===== src/recorder_map.svh =====
// Register map, field positions and timing constants of the recorder
`ifndef RECORDER_MAP_SVH
`define RECORDER_MAP_SVH

`define MCLK_HZ      125000000
`define TB_OSC_HZ    1000000
`define TB_DECADE    10
`define TB_MAX_DEC   5

`define MEM_DEPTH    64
`define MEM_AW       6
`define SAMPLE_W     16
`define TRIG_W       4

`define ADDR_CTRL    32'h0000_0000
`define ADDR_CONFIG  32'h0000_0004
`define ADDR_DELAY   32'h0000_0008
`define ADDR_LEADOUT 32'h0000_000c
`define ADDR_CIRCLEN 32'h0000_0010
`define ADDR_STATUS  32'h0000_0014

`define CTRL_RUN     0
`define CTRL_STOP    1
`define CTRL_PAUSE   2
`define CTRL_TRIG    3

`define CFG_WMASK    32'h00ff_073f
`define CFG_SEG      5:4
`define CFG_SEG_MAX  2'h2

`define RESP_OKAY    2'b00
`define RESP_SLVERR  2'b10

`endif


===== src/recorder_pkg.sv =====
// Types shared by the recorder modules
`include "recorder_map.svh"
package recorder_pkg;

  typedef enum logic [3:0]
  {
    st_idle    = 4'b0001,
    st_standby = 4'b0010,
    st_record  = 4'b0100,
    st_hold    = 4'b1000
  } rec_state_t;

  typedef enum logic [1:0]
  {
    sm_sweep = 2'b00,
    sm_cont  = 2'b01,
    sm_dual  = 2'b10
  } store_mode_t;

  typedef enum logic [1:0]
  {
    cm_std      = 2'b00,
    cm_circ     = 2'b01,
    cm_stoptrig = 2'b10
  } cont_mode_t;

  // Layout equals the configuration register word
  typedef struct packed {
    logic [7:0]  pad3;
    logic [7:0]  decim;
    logic [4:0]  pad2;
    logic [2:0]  rate;
    logic [1:0]  pad1;
    logic [1:0]  seg_log;
    cont_mode_t  cmode;
    store_mode_t mode;
  } cfg_t;

  typedef struct packed {
    logic        awvalid;
    logic [31:0] awaddr;
    logic        wvalid;
    logic [31:0] wdata;
    logic [3:0]  wstrb;
    logic        bready;
    logic        arvalid;
    logic [31:0] araddr;
    logic        rready;
  } axil_req_t;

  typedef struct packed {
    logic        awready;
    logic        wready;
    logic        bvalid;
    logic [1:0]  bresp;
    logic        arready;
    logic        rvalid;
    logic [31:0] rdata;
    logic [1:0]  rresp;
  } axil_rsp_t;

  typedef struct packed {
    logic                  valid;
    logic [1:0]            seg;
    logic [`SAMPLE_W-1:0]  data;
  } xfer_t;

  typedef struct packed {
    logic                  valid;
    logic [15:0]           index;
    logic [`SAMPLE_W-1:0]  data;
  } cont_t;

endpackage


===== src/bit_sync.sv =====
// Two-flop synchroniser for a group of pin inputs
`timescale 1ns/1ps
`default_nettype none
module bit_sync #(
  parameter int W = 1
) (
  input  wire logic         mclk,
  input  wire logic         rstn,
  input  wire logic [W-1:0] d,
  output logic      [W-1:0] q
);
  typedef struct packed {
    logic [W-1:0] s1;
    logic [W-1:0] s2;
  } sync_regs_t;

  sync_regs_t r;
  sync_regs_t next_r;

  always_comb
  begin
    next_r    = r;
    next_r.s1 = d;
    next_r.s2 = r.s1;
  end

  always_ff @(posedge mclk)
  begin
    if (!rstn)
      r <= '0;
    else
      r <= next_r;
  end

  assign q = r.s2;
endmodule
`default_nettype wire


===== src/sample_timebase.sv =====
// Base-10 sample clock: 1 MHz reference divided by a power of ten
`timescale 1ns/1ps
`default_nettype none
module sample_timebase (
  input  wire logic       mclk,
  input  wire logic       rstn,
  input  wire logic [2:0] rate_sel,
  output logic            tick
);
  localparam logic [6:0] PRE_LAST = 7'(`MCLK_HZ / `TB_OSC_HZ - 1);

  typedef struct packed {
    logic [6:0]  pre;
    logic [16:0] dec;
    logic        tick;
  } tb_regs_t;

  tb_regs_t    r;
  tb_regs_t    next_r;
  logic [16:0] lim;

  always_comb
  begin
    next_r      = r;
    next_r.tick = 1'b0;
    lim         = 17'h1;
    for (int k = 0; k < `TB_MAX_DEC; k++)
      if (k < int'(rate_sel))
        lim = 17'(lim * `TB_DECADE);
    if (r.pre == PRE_LAST)
    begin
      next_r.pre = '0;
      // Every sample is an equal number of reference periods apart
      if (r.dec >= lim - 17'h1)
      begin
        next_r.dec  = '0;
        next_r.tick = 1'b1;
      end
      else
        next_r.dec = r.dec + 17'h1;
    end
    else
      next_r.pre = r.pre + 7'h1;
  end

  always_ff @(posedge mclk)
  begin
    if (!rstn)
      r <= '0;
    else
      r <= next_r;
  end

  assign tick = r.tick;
endmodule
`default_nettype wire


===== src/sweep_ring_buffer_recorder.sv =====
// Segmented ring buffer recorder with sweep and continuous storage
//
// Summary of operation
// - Run records until operator or trigger stop
// - Stop ends or aborts the recording
// - Pause when idle: digitize, store nothing
// - Pause while recording holds; run resumes, stop ends
// - One rate, length, delay for all channels
// - Each sample goes to next buffer location
// - Buffer splits into segments, one sweep each
// - Segment end wraps to its first location
// - Writing stops only at end of sweep
// - Ended sweeps stream out without operator action
// - Zero delay halts storage at trigger
// - Trigger loads delay counter; halt when expired
// - Pre-trigger samples equal length minus delay
// - Delay beyond length keeps only post-trigger samples
// - Dual mode stores sweeps plus decimated stream
// - Standard continuous ends only by commands
// - Circular continuous wraps index, lead-out ends it
// - Stop-on-trigger continuous ends at trigger
// - Samples taken on equidistant time base ticks
// - Rates are base-10 divisions of 1 MHz
// - Recorder trigger is OR of channel triggers
`timescale 1ns/1ps
`default_nettype none
module sweep_ring_buffer_recorder (
  input  wire logic                   mclk,
  input  wire logic                   rstn,
  input  wire recorder_pkg::axil_req_t axi_req,
  output var  recorder_pkg::axil_rsp_t axi_rsp,
  input  wire logic [`SAMPLE_W-1:0]   adc_data,
  input  wire logic [`TRIG_W-1:0]     chan_trig,
  input  wire logic                   xfer_ready,
  output var  recorder_pkg::xfer_t    xfer,
  output var  recorder_pkg::cont_t    cont
);
  import recorder_pkg::*;

  typedef struct packed {
    rec_state_t                    st;
    cfg_t                          cfg;
    logic [15:0]                   delay;
    logic [15:0]                   leadout;
    logic [15:0]                   circlen;
    logic [1:0]                    seg;
    logic [`MEM_AW-1:0]            off;
    logic                          wrapped;
    logic                          dly_run;
    logic [15:0]                   dly_cnt;
    logic                          lo_run;
    logic [15:0]                   lo_cnt;
    logic [7:0]                    dec_cnt;
    logic [15:0]                   cont_pos;
    logic                          trig_pend;
    logic                          trig_prev;
    logic [`SAMPLE_W-1:0]          last_sample;
    logic [`MEM_DEPTH-1:0][`SAMPLE_W-1:0] mem;
    logic [3:0]                    pend;
    logic [3:0][`MEM_AW-1:0]       m_start;
    logic [3:0][`MEM_AW:0]         m_count;
    logic                          x_busy;
    logic [1:0]                    x_seg;
    logic [`MEM_AW-1:0]            x_off;
    logic [`MEM_AW:0]              x_left;
    xfer_t                         xfer;
    cont_t                         cont;
    logic                          aw_got;
    logic                          w_got;
    logic [31:0]                   awaddr;
    logic [31:0]                   wdata;
    logic [3:0]                    wstrb;
    axil_rsp_t                     rsp;
  } rec_regs_t;

  rec_regs_t              r;
  rec_regs_t              next_r;
  logic [`SAMPLE_W-1:0]   adc_s;
  logic [`TRIG_W-1:0]     trig_s;
  logic                   tick;
  logic [`MEM_AW:0]       len;
  logic [2:0]             nseg;
  logic [`MEM_AW-1:0]     base;
  logic [`MEM_AW-1:0]     xbase;
  logic [1:0]             sel;
  logic                   run_c;
  logic                   stop_c;
  logic                   pause_c;
  logic                   start_c;
  logic                   trig_c;
  logic                   end_sw;
  logic                   emit;
  logic                   sweep_on;
  logic                   cont_on;
  logic                   cfg_lock;
  logic                   trig_any;
  logic [31:0]            merged;
  cfg_t                   new_cfg;

  function automatic logic [31:0] strb_merge(
    input logic [31:0] old_v,
    input logic [31:0] new_v,
    input logic [3:0]  strb
  );
    logic [31:0] res;
    res = old_v;
    for (int b = 0; b < 4; b++)
      if (strb[b])
        res[b*8 +: 8] = new_v[b*8 +: 8];
    return res;
  endfunction

  bit_sync #(.W(`SAMPLE_W)) u_adc_sync (
    .mclk (mclk),
    .rstn (rstn),
    .d    (adc_data),
    .q    (adc_s)
  );

  bit_sync #(.W(`TRIG_W)) u_trig_sync (
    .mclk (mclk),
    .rstn (rstn),
    .d    (chan_trig),
    .q    (trig_s)
  );

  sample_timebase u_timebase (
    .mclk     (mclk),
    .rstn     (rstn),
    .rate_sel (r.cfg.rate),
    .tick     (tick)
  );

  always_comb
  begin
    next_r            = r;
    next_r.cont.valid = 1'b0;
    run_c    = 1'b0;
    stop_c   = 1'b0;
    pause_c  = 1'b0;
    start_c  = 1'b0;
    trig_c   = 1'b0;
    end_sw   = 1'b0;
    emit     = 1'b0;
    merged   = '0;
    new_cfg  = r.cfg;
    sel      = '0;
    len      = 7'(`MEM_DEPTH) >> r.cfg.seg_log;
    nseg     = 3'h1 << r.cfg.seg_log;
    base     = 6'(7'(r.seg) * len);
    xbase    = 6'(7'(r.x_seg) * len);
    sweep_on = (r.cfg.mode == sm_sweep) || (r.cfg.mode == sm_dual);
    cont_on  = (r.cfg.mode == sm_cont) || (r.cfg.mode == sm_dual);
    trig_any = |trig_s;
    // Settings stay fixed while any sweep data is in flight
    cfg_lock = (r.st != st_idle) || r.x_busy || (|r.pend);

    // Write channel: address and data may arrive in either order
    if (r.rsp.bvalid && axi_req.bready)
      next_r.rsp.bvalid = 1'b0;
    if (r.rsp.awready && axi_req.awvalid)
    begin
      next_r.aw_got = 1'b1;
      next_r.awaddr = axi_req.awaddr;
    end
    if (r.rsp.wready && axi_req.wvalid)
    begin
      next_r.w_got = 1'b1;
      next_r.wdata = axi_req.wdata;
      next_r.wstrb = axi_req.wstrb;
    end
    if (next_r.aw_got && next_r.w_got && !next_r.rsp.bvalid)
    begin
      next_r.aw_got     = 1'b0;
      next_r.w_got      = 1'b0;
      next_r.rsp.bvalid = 1'b1;
      next_r.rsp.bresp  = `RESP_OKAY;
      if (next_r.awaddr == `ADDR_CTRL)
      begin
        if (next_r.wstrb[0])
        begin
          run_c   = next_r.wdata[`CTRL_RUN];
          stop_c  = next_r.wdata[`CTRL_STOP];
          pause_c = next_r.wdata[`CTRL_PAUSE];
          trig_c  = next_r.wdata[`CTRL_TRIG];
        end
      end
      else if (next_r.awaddr == `ADDR_CONFIG)
      begin
        merged  = strb_merge(r.cfg, next_r.wdata, next_r.wstrb);
        new_cfg = cfg_t'(merged & `CFG_WMASK);
        if (new_cfg.seg_log > `CFG_SEG_MAX)
          new_cfg.seg_log = `CFG_SEG_MAX;
        if (!cfg_lock)
          next_r.cfg = new_cfg;
      end
      else if (next_r.awaddr == `ADDR_DELAY)
      begin
        merged = strb_merge({16'h0, r.delay}, next_r.wdata, next_r.wstrb);
        if (!cfg_lock)
          next_r.delay = merged[15:0];
      end
      else if (next_r.awaddr == `ADDR_LEADOUT)
      begin
        merged = strb_merge({16'h0, r.leadout}, next_r.wdata, next_r.wstrb);
        if (!cfg_lock)
          next_r.leadout = merged[15:0];
      end
      else if (next_r.awaddr == `ADDR_CIRCLEN)
      begin
        merged = strb_merge({16'h0, r.circlen}, next_r.wdata, next_r.wstrb);
        if (!cfg_lock)
          next_r.circlen = merged[15:0];
      end
      else if (next_r.awaddr != `ADDR_STATUS)
        next_r.rsp.bresp = `RESP_SLVERR;
    end
    next_r.rsp.awready = !next_r.aw_got && !next_r.rsp.bvalid;
    next_r.rsp.wready  = !next_r.w_got && !next_r.rsp.bvalid;

    // Read channel
    if (r.rsp.rvalid && axi_req.rready)
      next_r.rsp.rvalid = 1'b0;
    if (r.rsp.arready && axi_req.arvalid)
    begin
      next_r.rsp.rvalid = 1'b1;
      next_r.rsp.rresp  = `RESP_OKAY;
      if (axi_req.araddr == `ADDR_CTRL)
        next_r.rsp.rdata = '0;
      else if (axi_req.araddr == `ADDR_CONFIG)
        next_r.rsp.rdata = r.cfg;
      else if (axi_req.araddr == `ADDR_DELAY)
        next_r.rsp.rdata = {16'h0, r.delay};
      else if (axi_req.araddr == `ADDR_LEADOUT)
        next_r.rsp.rdata = {16'h0, r.leadout};
      else if (axi_req.araddr == `ADDR_CIRCLEN)
        next_r.rsp.rdata = {16'h0, r.circlen};
      else if (axi_req.araddr == `ADDR_STATUS)
        next_r.rsp.rdata = {r.last_sample, r.pend, r.x_busy, r.lo_run,
                            r.seg, 1'b0, r.dly_run, r.wrapped, 1'b0,
                            r.st};
      else
      begin
        next_r.rsp.rdata = '0;
        next_r.rsp.rresp = `RESP_SLVERR;
      end
    end
    next_r.rsp.arready = !next_r.rsp.rvalid;

    // Command decoding; stop outranks pause, pause outranks run except in standby and hold
    case (r.st)
      st_idle:
      begin
        if (stop_c)
          next_r.st = st_idle;
        else if (pause_c)
          next_r.st = st_standby;
        else if (run_c && !r.x_busy && !(|r.pend))
          start_c = 1'b1;
      end
      st_standby:
      begin
        if (stop_c)
          next_r.st = st_idle;
        else if (run_c && !r.x_busy && !(|r.pend))
          start_c = 1'b1;
      end
      st_record:
      begin
        if (stop_c)
        begin
          next_r.st = st_idle;
          end_sw = sweep_on && (r.wrapped || (r.off != '0));
        end
        else if (pause_c)
          next_r.st = st_hold;
      end
      st_hold:
      begin
        if (stop_c)
        begin
          next_r.st = st_idle;
          end_sw = sweep_on && (r.wrapped || (r.off != '0));
        end
        else if (run_c)
          next_r.st = st_record;
      end
      default:
        next_r.st = st_idle;
    endcase

    if (start_c)
    begin
      next_r.st        = st_record;
      next_r.seg       = '0;
      next_r.off       = '0;
      next_r.wrapped   = 1'b0;
      next_r.dly_run   = 1'b0;
      next_r.lo_run    = 1'b0;
      next_r.dec_cnt   = '0;
      next_r.cont_pos  = '0;
      next_r.trig_pend = 1'b0;
    end

    // Conversion runs in every state; only storage is gated
    if (tick)
    begin
      next_r.last_sample = adc_s;
      next_r.trig_pend   = 1'b0;
    end

    if (tick && r.st == st_record && !stop_c && !pause_c)
    begin
      if (sweep_on)
      begin
        if (r.trig_pend && !r.dly_run)
        begin
          if (r.delay == '0)
            end_sw = 1'b1;
          else
          begin
            next_r.dly_run = 1'b1;
            next_r.dly_cnt = r.delay;
          end
        end
        if (!end_sw)
        begin
          next_r.mem[base + r.off] = adc_s;
          if (7'(r.off) + 7'h1 == len)
          begin
            next_r.off     = '0;
            next_r.wrapped = 1'b1;
          end
          else
            next_r.off = r.off + 6'h1;
          // Large delays let the ring overwrite early post-trigger data
          if (next_r.dly_run)
          begin
            next_r.dly_cnt = next_r.dly_cnt - 16'h1;
            if (next_r.dly_cnt == '0)
              end_sw = 1'b1;
          end
        end
      end
      if (cont_on)
      begin
        emit = 1'b1;
        if (r.cfg.mode == sm_dual)
        begin
          emit = (r.dec_cnt == '0);
          next_r.dec_cnt = emit ? r.cfg.decim : r.dec_cnt - 8'h1;
        end
        else if (r.cfg.cmode == cm_stoptrig && r.trig_pend)
        begin
          emit      = 1'b0;
          next_r.st = st_idle;
        end
        else if (r.cfg.cmode == cm_circ && r.trig_pend && !r.lo_run)
        begin
          if (r.leadout == '0)
          begin
            emit      = 1'b0;
            next_r.st = st_idle;
          end
          else
          begin
            next_r.lo_run = 1'b1;
            next_r.lo_cnt = r.leadout;
          end
        end
        if (emit)
        begin
          next_r.cont.valid = 1'b1;
          next_r.cont.data  = adc_s;
          next_r.cont.index = r.cont_pos;
          if (r.cfg.cmode == cm_circ && r.cfg.mode == sm_cont &&
              r.cont_pos + 16'h1 >= r.circlen)
            next_r.cont_pos = '0;
          else
            next_r.cont_pos = r.cont_pos + 16'h1;
          if (next_r.lo_run)
          begin
            next_r.lo_cnt = next_r.lo_cnt - 16'h1;
            if (next_r.lo_cnt == '0)
              next_r.st = st_idle;
          end
        end
      end
    end

    // Readout engine, oldest sample of a segment first
    for (int i = 3; i >= 0; i--)
      if (r.pend[i])
        sel = 2'(i);
    if (r.xfer.valid && xfer_ready)
      next_r.xfer.valid = 1'b0;
    if (r.x_busy)
    begin
      if (!r.xfer.valid || xfer_ready)
      begin
        if (r.x_left != '0)
        begin
          next_r.xfer.valid = 1'b1;
          next_r.xfer.seg   = r.x_seg;
          next_r.xfer.data  = r.mem[xbase + r.x_off];
          next_r.x_left     = r.x_left - 7'h1;
          if (7'(r.x_off) + 7'h1 == len)
            next_r.x_off = '0;
          else
            next_r.x_off = r.x_off + 6'h1;
        end
        else
          next_r.x_busy = 1'b0;
      end
    end
    else if (|r.pend)
    begin
      next_r.x_busy    = 1'b1;
      next_r.x_seg     = sel;
      next_r.x_off     = r.m_start[sel];
      next_r.x_left    = r.m_count[sel];
      next_r.pend[sel] = 1'b0;
    end

    // Closing a sweep hands the segment over and moves to the next, or ends recording after the last
    if (end_sw)
    begin
      next_r.pend[r.seg]    = 1'b1;
      next_r.m_start[r.seg] = next_r.wrapped ? next_r.off : '0;
      next_r.m_count[r.seg] = next_r.wrapped ? len : 7'(next_r.off);
      next_r.off     = '0;
      next_r.wrapped = 1'b0;
      next_r.dly_run = 1'b0;
      if (3'(r.seg) + 3'h1 == nseg)
        next_r.st = st_idle;
      else
        next_r.seg = r.seg + 2'h1;
    end

    // A trigger landing with the consuming tick is kept
    next_r.trig_prev = trig_any;
    if ((trig_any && !r.trig_prev) || trig_c)
      next_r.trig_pend = 1'b1;
  end

  always_ff @(posedge mclk)
  begin
    if (!rstn)
    begin
      r    <= '0;
      r.st <= st_idle;
    end
    else
      r <= next_r;
  end

  assign axi_rsp = r.rsp;
  assign xfer    = r.xfer;
  assign cont    = r.cont;
endmodule
`default_nettype wire


===== config.mk =====
export PLATFORM = sky130hd
export DESIGN_NAME = sweep_ring_buffer_recorder
export DESIGN_NICKNAME = d
export VERILOG_FILES = /design/src/recorder_pkg.sv /design/src/bit_sync.sv /design/src/sample_timebase.sv /design/src/sweep_ring_buffer_recorder.sv
export VERILOG_INCLUDE_DIRS = /design/src
export SDC_FILE = /design/constraint.sdc
export NUM_CORES = 2
export LEC_CHECK = 0
export BUFFER_PORTS_ARGS = -buffer_cell sky130_fd_sc_hd__buf_2
export CAP_MARGIN = 25
export CELL_PAD_IN_SITES_DETAIL_PLACEMENT = 1
export CELL_PAD_IN_SITES_GLOBAL_PLACEMENT = 1
export CORE_ASPECT_RATIO = 0.75
export CORE_MARGIN = 2
export CORE_UTILIZATION = 45
export DETAILED_ROUTE_END_ITERATION = 10
export PLACE_DENSITY = 0.86
export RECOVER_POWER = 100
export SETUP_SLACK_MARGIN = 0.2
export SLEW_MARGIN = 20
export SYNTH_ARGS = -nofsm -noshare
export SYNTH_HDL_FRONTEND = slang
export SYNTH_SLANG_ARGS = --single-unit

===== constraint.sdc =====
create_clock -name mclk -period 10.5 [get_ports mclk]
set_input_delay 2.1 -clock mclk [delete_from_list [all_inputs] [get_ports mclk]]
set_output_delay 2.1 -clock mclk [all_outputs]
set_load 0.02 [all_outputs]

==> impl_metrics.csv <==
group,metric,value,unit
synth,avgSynthCellArea,8.861,sq um
sta,tns,0,ps
power_and_ir_drop,peakVddDrop,0.1852,mV
clock_network,cts_hold_buf,0,
worst_setup_path,cp_max_fo,33,
synth,ys_seq_elements,1467,
final_layout,fin_cells,9451,
power_and_ir_drop,p_sw_share,23.29,%
placement,place_inst,9176,
routing,firstDrtPassIters,6,
floorplan,dieWidth,448.7,um
sta,tightest_slew,4302,ps
final_layout,n_fill_cell,16897,
routing,num_vias,58912,
worst_setup_path,critPathKind,"input pin to register",
synth,synth_top_area_share,44.01,%
power_and_ir_drop,p_int,8.804,mW
status,violations,"max-capacitance violations, max-slew violations",
worst_setup_path,start_kind,"input pin",
synth,synthTopCellsByArea,"dfxtp_1, mux4_2, nand2_1",
worst_setup_path,cp_cell_sequence,"clkbuf_1 -> nand2_1 -> a2111oi_0 -> nand4_1 -> nor3_1 -> nor4_2 -> clkbuf_1 -> nand3_1 -> nor2_1 -> clkbuf_1 -> mux2i_1 -> nor2_1",
routing,postRouteAntennaNets,0,
worst_setup_path,path_buf_inv,3,
worst_setup_path,max_stage_delay,1300,ps
global_routing,grt_pass1_wl,366.0,mm
power_and_ir_drop,power_frac_seq,49.0,%
placement,dpl_cell_area,68540,sq um
synth,synth-seq-area-share,44.01,%
power_and_ir_drop,p_sw,2.673,mW
synth,synth_common_cells,"nand2_1, dfxtp_1, a21oi_1",
routing,drc_errors,0,
worst_setup_path,slowest_stage,"a2111oi_0",
global_routing,grt_max_degree,228,
clock_network,cts_num_sinks,1467,
sta,finalWorstPathRequiredPeriod,8439,ps
final_layout,nets,7564,
sta,finalHoldViolations,0,
routing,wl_per_cell,25.59,um
power_and_ir_drop,power_leakage,24.26,nW
clock_network,post_cts_buffers,0,
synth,yosysUniqueCellTypes,87,
placement,place_ws,3444,ps
floorplan,pin_count,221,
synth,ys_async_sr_fraction,0,%
synth,synth_area,66730,sq um
worst_setup_path,cp.arrival,8920,ps
placement,port_buffers,209,
floorplan,fp.dieArea,151400,sq um
sta,max_freq,118.5,MHz
worst_setup_path,cp_common_cell,"clkbuf_1",
sta,whs,432.7,ps
routing,drt_wl_total,241.8,mm
hold_path,hold_path_class,"register to register",
worst_setup_path,cp_data_required_time,10980,ps
clock_network,clockBufferDepth,3,
power_and_ir_drop,clkPwrFrac,48.3,%
placement,place_congestion,0.9115,
status,status,"finished with violations",
clock_network,cts-buffers-inserted,146,
floorplan,row_count,122,
sta,period_share,80.37,%
sta,rsz0062_at_grt,"false",
clock_network,clk_pin_slew,70,ps
sta,slew_headroom,-186.8,%
sta,setup_violations,0,
clock_network,post_cts_resized,0,
clock_network,clkLatencyLatePin,830,ps
sta,fin_ws,2061,ps
sta,finalClockSkew,49.95,ps
job,max_cap_viol_count,11,
clock_network,cts_htree_levels,4,
clock_network,cts_root_buffer,"clkbuf_16",
synth,yosysTopAreaCell,"dfxtp_1",
worst_setup_path,cpLargestDelayFamily,"simple AND/OR/NAND/NOR gates",
global_routing,overflow,0,
final_layout,area_delta_synth_final,9.919,%
synth,yosysMostFrequentCell,"nand2_1",
synth,synthCells,7531,
clock_network,cts_tree,"built",
final_layout,drive_above_1_share,11.82,%
synth,synthFlopType,"dfxtp_1",
synth,yosysWarnings,0,
worst_setup_path,end_kind,"register",
power_and_ir_drop,p_comb_share,2.8,%
synth,synth_edf_count,0,
global_routing,grt_pass1_vias,61109,
placement,dp_hpwl,150.3,mm
floorplan,die_h,337.5,um
final_layout,fin_area,73350,sq um
routing,via_per_inst,6.233,
sta,maxSlewViolCount,534,
routing,drt_iter0_markers,6475,
floorplan,start_util,45.30,%
global_routing,antenna_found_initial,28,
power_and_ir_drop,p_per_area,156.5,nW/um^2
global_routing,gr-usage-all-layers,30.98,%
floorplan,core_area,147300,sq um
-- final cells by class --
cell class / instances / area (sq um) / share of cell area (%)
antenna: 7 / 17.52 / 0.02388
clock inverter: 54 / 732.0 / 0.9979
sequential: 1467 / 29440 / 40.14
tap: 1984 / 2482 / 3.384
inverter: 67 / 259.0 / 0.3531
timing repair buffer: 361 / 2183 / 2.977
multi-input combinational: 5303 / 34040 / 46.40
clock buffer: 208 / 4200 / 5.726
-- worst reg2reg max path, delay by kind of cell (launching register included) --
family	cells	cell delay, ps
compound gates	10	3780
xor+xnor	2	220
fa+ha+maj	5	1640
buf+inv	1	210
flops	1	520
simple gates	6	870
-- final timing paths --
path | from | end | slack, ps | cells past startpoint
setup reg to reg | r[1402]$_SDFFE_PN0P_ | u_timebase.r[9]$_SDFFE_PN0N_ | 2950 | 24
hold / removal | u_adc_sync.next_r[10]$_SDFF_PN0_ | u_adc_sync.q[10]$_SDFF_PN0_ | 430 | 1
setup / recovery | axi_req[104] | r[277]$_SDFFE_PN0P_ | 2060 | 12
hold reg to reg | u_adc_sync.next_r[10]$_SDFF_PN0_ | u_adc_sync.q[10]$_SDFF_PN0_ | 430 | 1
-- per-stage QoR --
step	total power, mW	utilization [%]
global placement	6.034	46.44
CTS	11.48	49.88
floorplan	5.929	-
global route	11.74	49.78
detailed placement	6.046	46.53
finish	11.48	49.79
-- layer usage --
metal / track usage, % / share of wire (%) / wire, um / vias to the layer above
li1: - / - / - / 25561
met2: 48.84 / 45 / 108900 / 2824
met4: 15.36 / 4.9 / 11800 / 32
met5: 0 / 0.088 / 214 / -
met1: 38.97 / 40 / 96320 / 29732
met3: 8.907 / 10 / 24600 / 763
-- registers in the layout, summed over array words and instances, names as in the netlist, 16 cells and up --
name,cells
axi_rsp,39
xfer,19
r,1311
u_adc_sync.q,16
u_adc_sync.next_r,16
cont,33
u_timebase.r,24
-- power by group through the flow --
stage	Clock (mW)	Sequential [mW]	Combinational, mW
2_1_floorplan	0	5.72	0.206
3_3_place_gp	0	5.76	0.276
3_5_place_dp	0	5.76	0.288
4_1_cts	5.56	5.63	0.290
5_1_grt	5.78	5.62	0.332
6_report	5.54	5.62	0.316
-- logic make-up after synthesis --
group,count (synthesis),share of synthesized area [%]
adder cells (fa/ha/maj),90,1.721
XOR/XNOR,88,1.155
multiplexers,758,17.94
buffers and inverters,768,5.051
AO/OA/AOI/OAI,1489,12.45
flip-flops,1467,44.01
AND/OR/NAND/NOR,2870,17.67
other,1,0.005620
-- cells in the final DEF (no fill, tap or decap), types with 13 or more instances in the layout --
master / n
nand2_1: 1830
dfxtp_1: 1448
a21oi_1: 971
nor2_1: 623
mux2i_1: 396
mux4_2: 349
o21ai_0: 207
clkbuf_1: 161
clkbuf_16: 149
buf_2: 116
buf_4: 100
ha_1: 87
a211oi_1: 84
nand3_1: 66
inv_1: 65
nor3_1: 57
xnor2_1: 47
nor4_1: 44
xor2_1: 38
a31oi_1: 37
and3_1: 34
and2_1: 34
a22oi_1: 32
nand4_1: 28
clkbuf_8: 25
nor2b_1: 24
and2_0: 23
or3_1: 20
nand2b_1: 19
dfxtp_4: 19
a21o_1: 18
clkinv_2: 18
nor2_2: 15
o22ai_1: 14
bufinv_16: 14
o21a_1: 13
mux2_2: 13
Note: power is estimated with default switching activity, not from simulation.
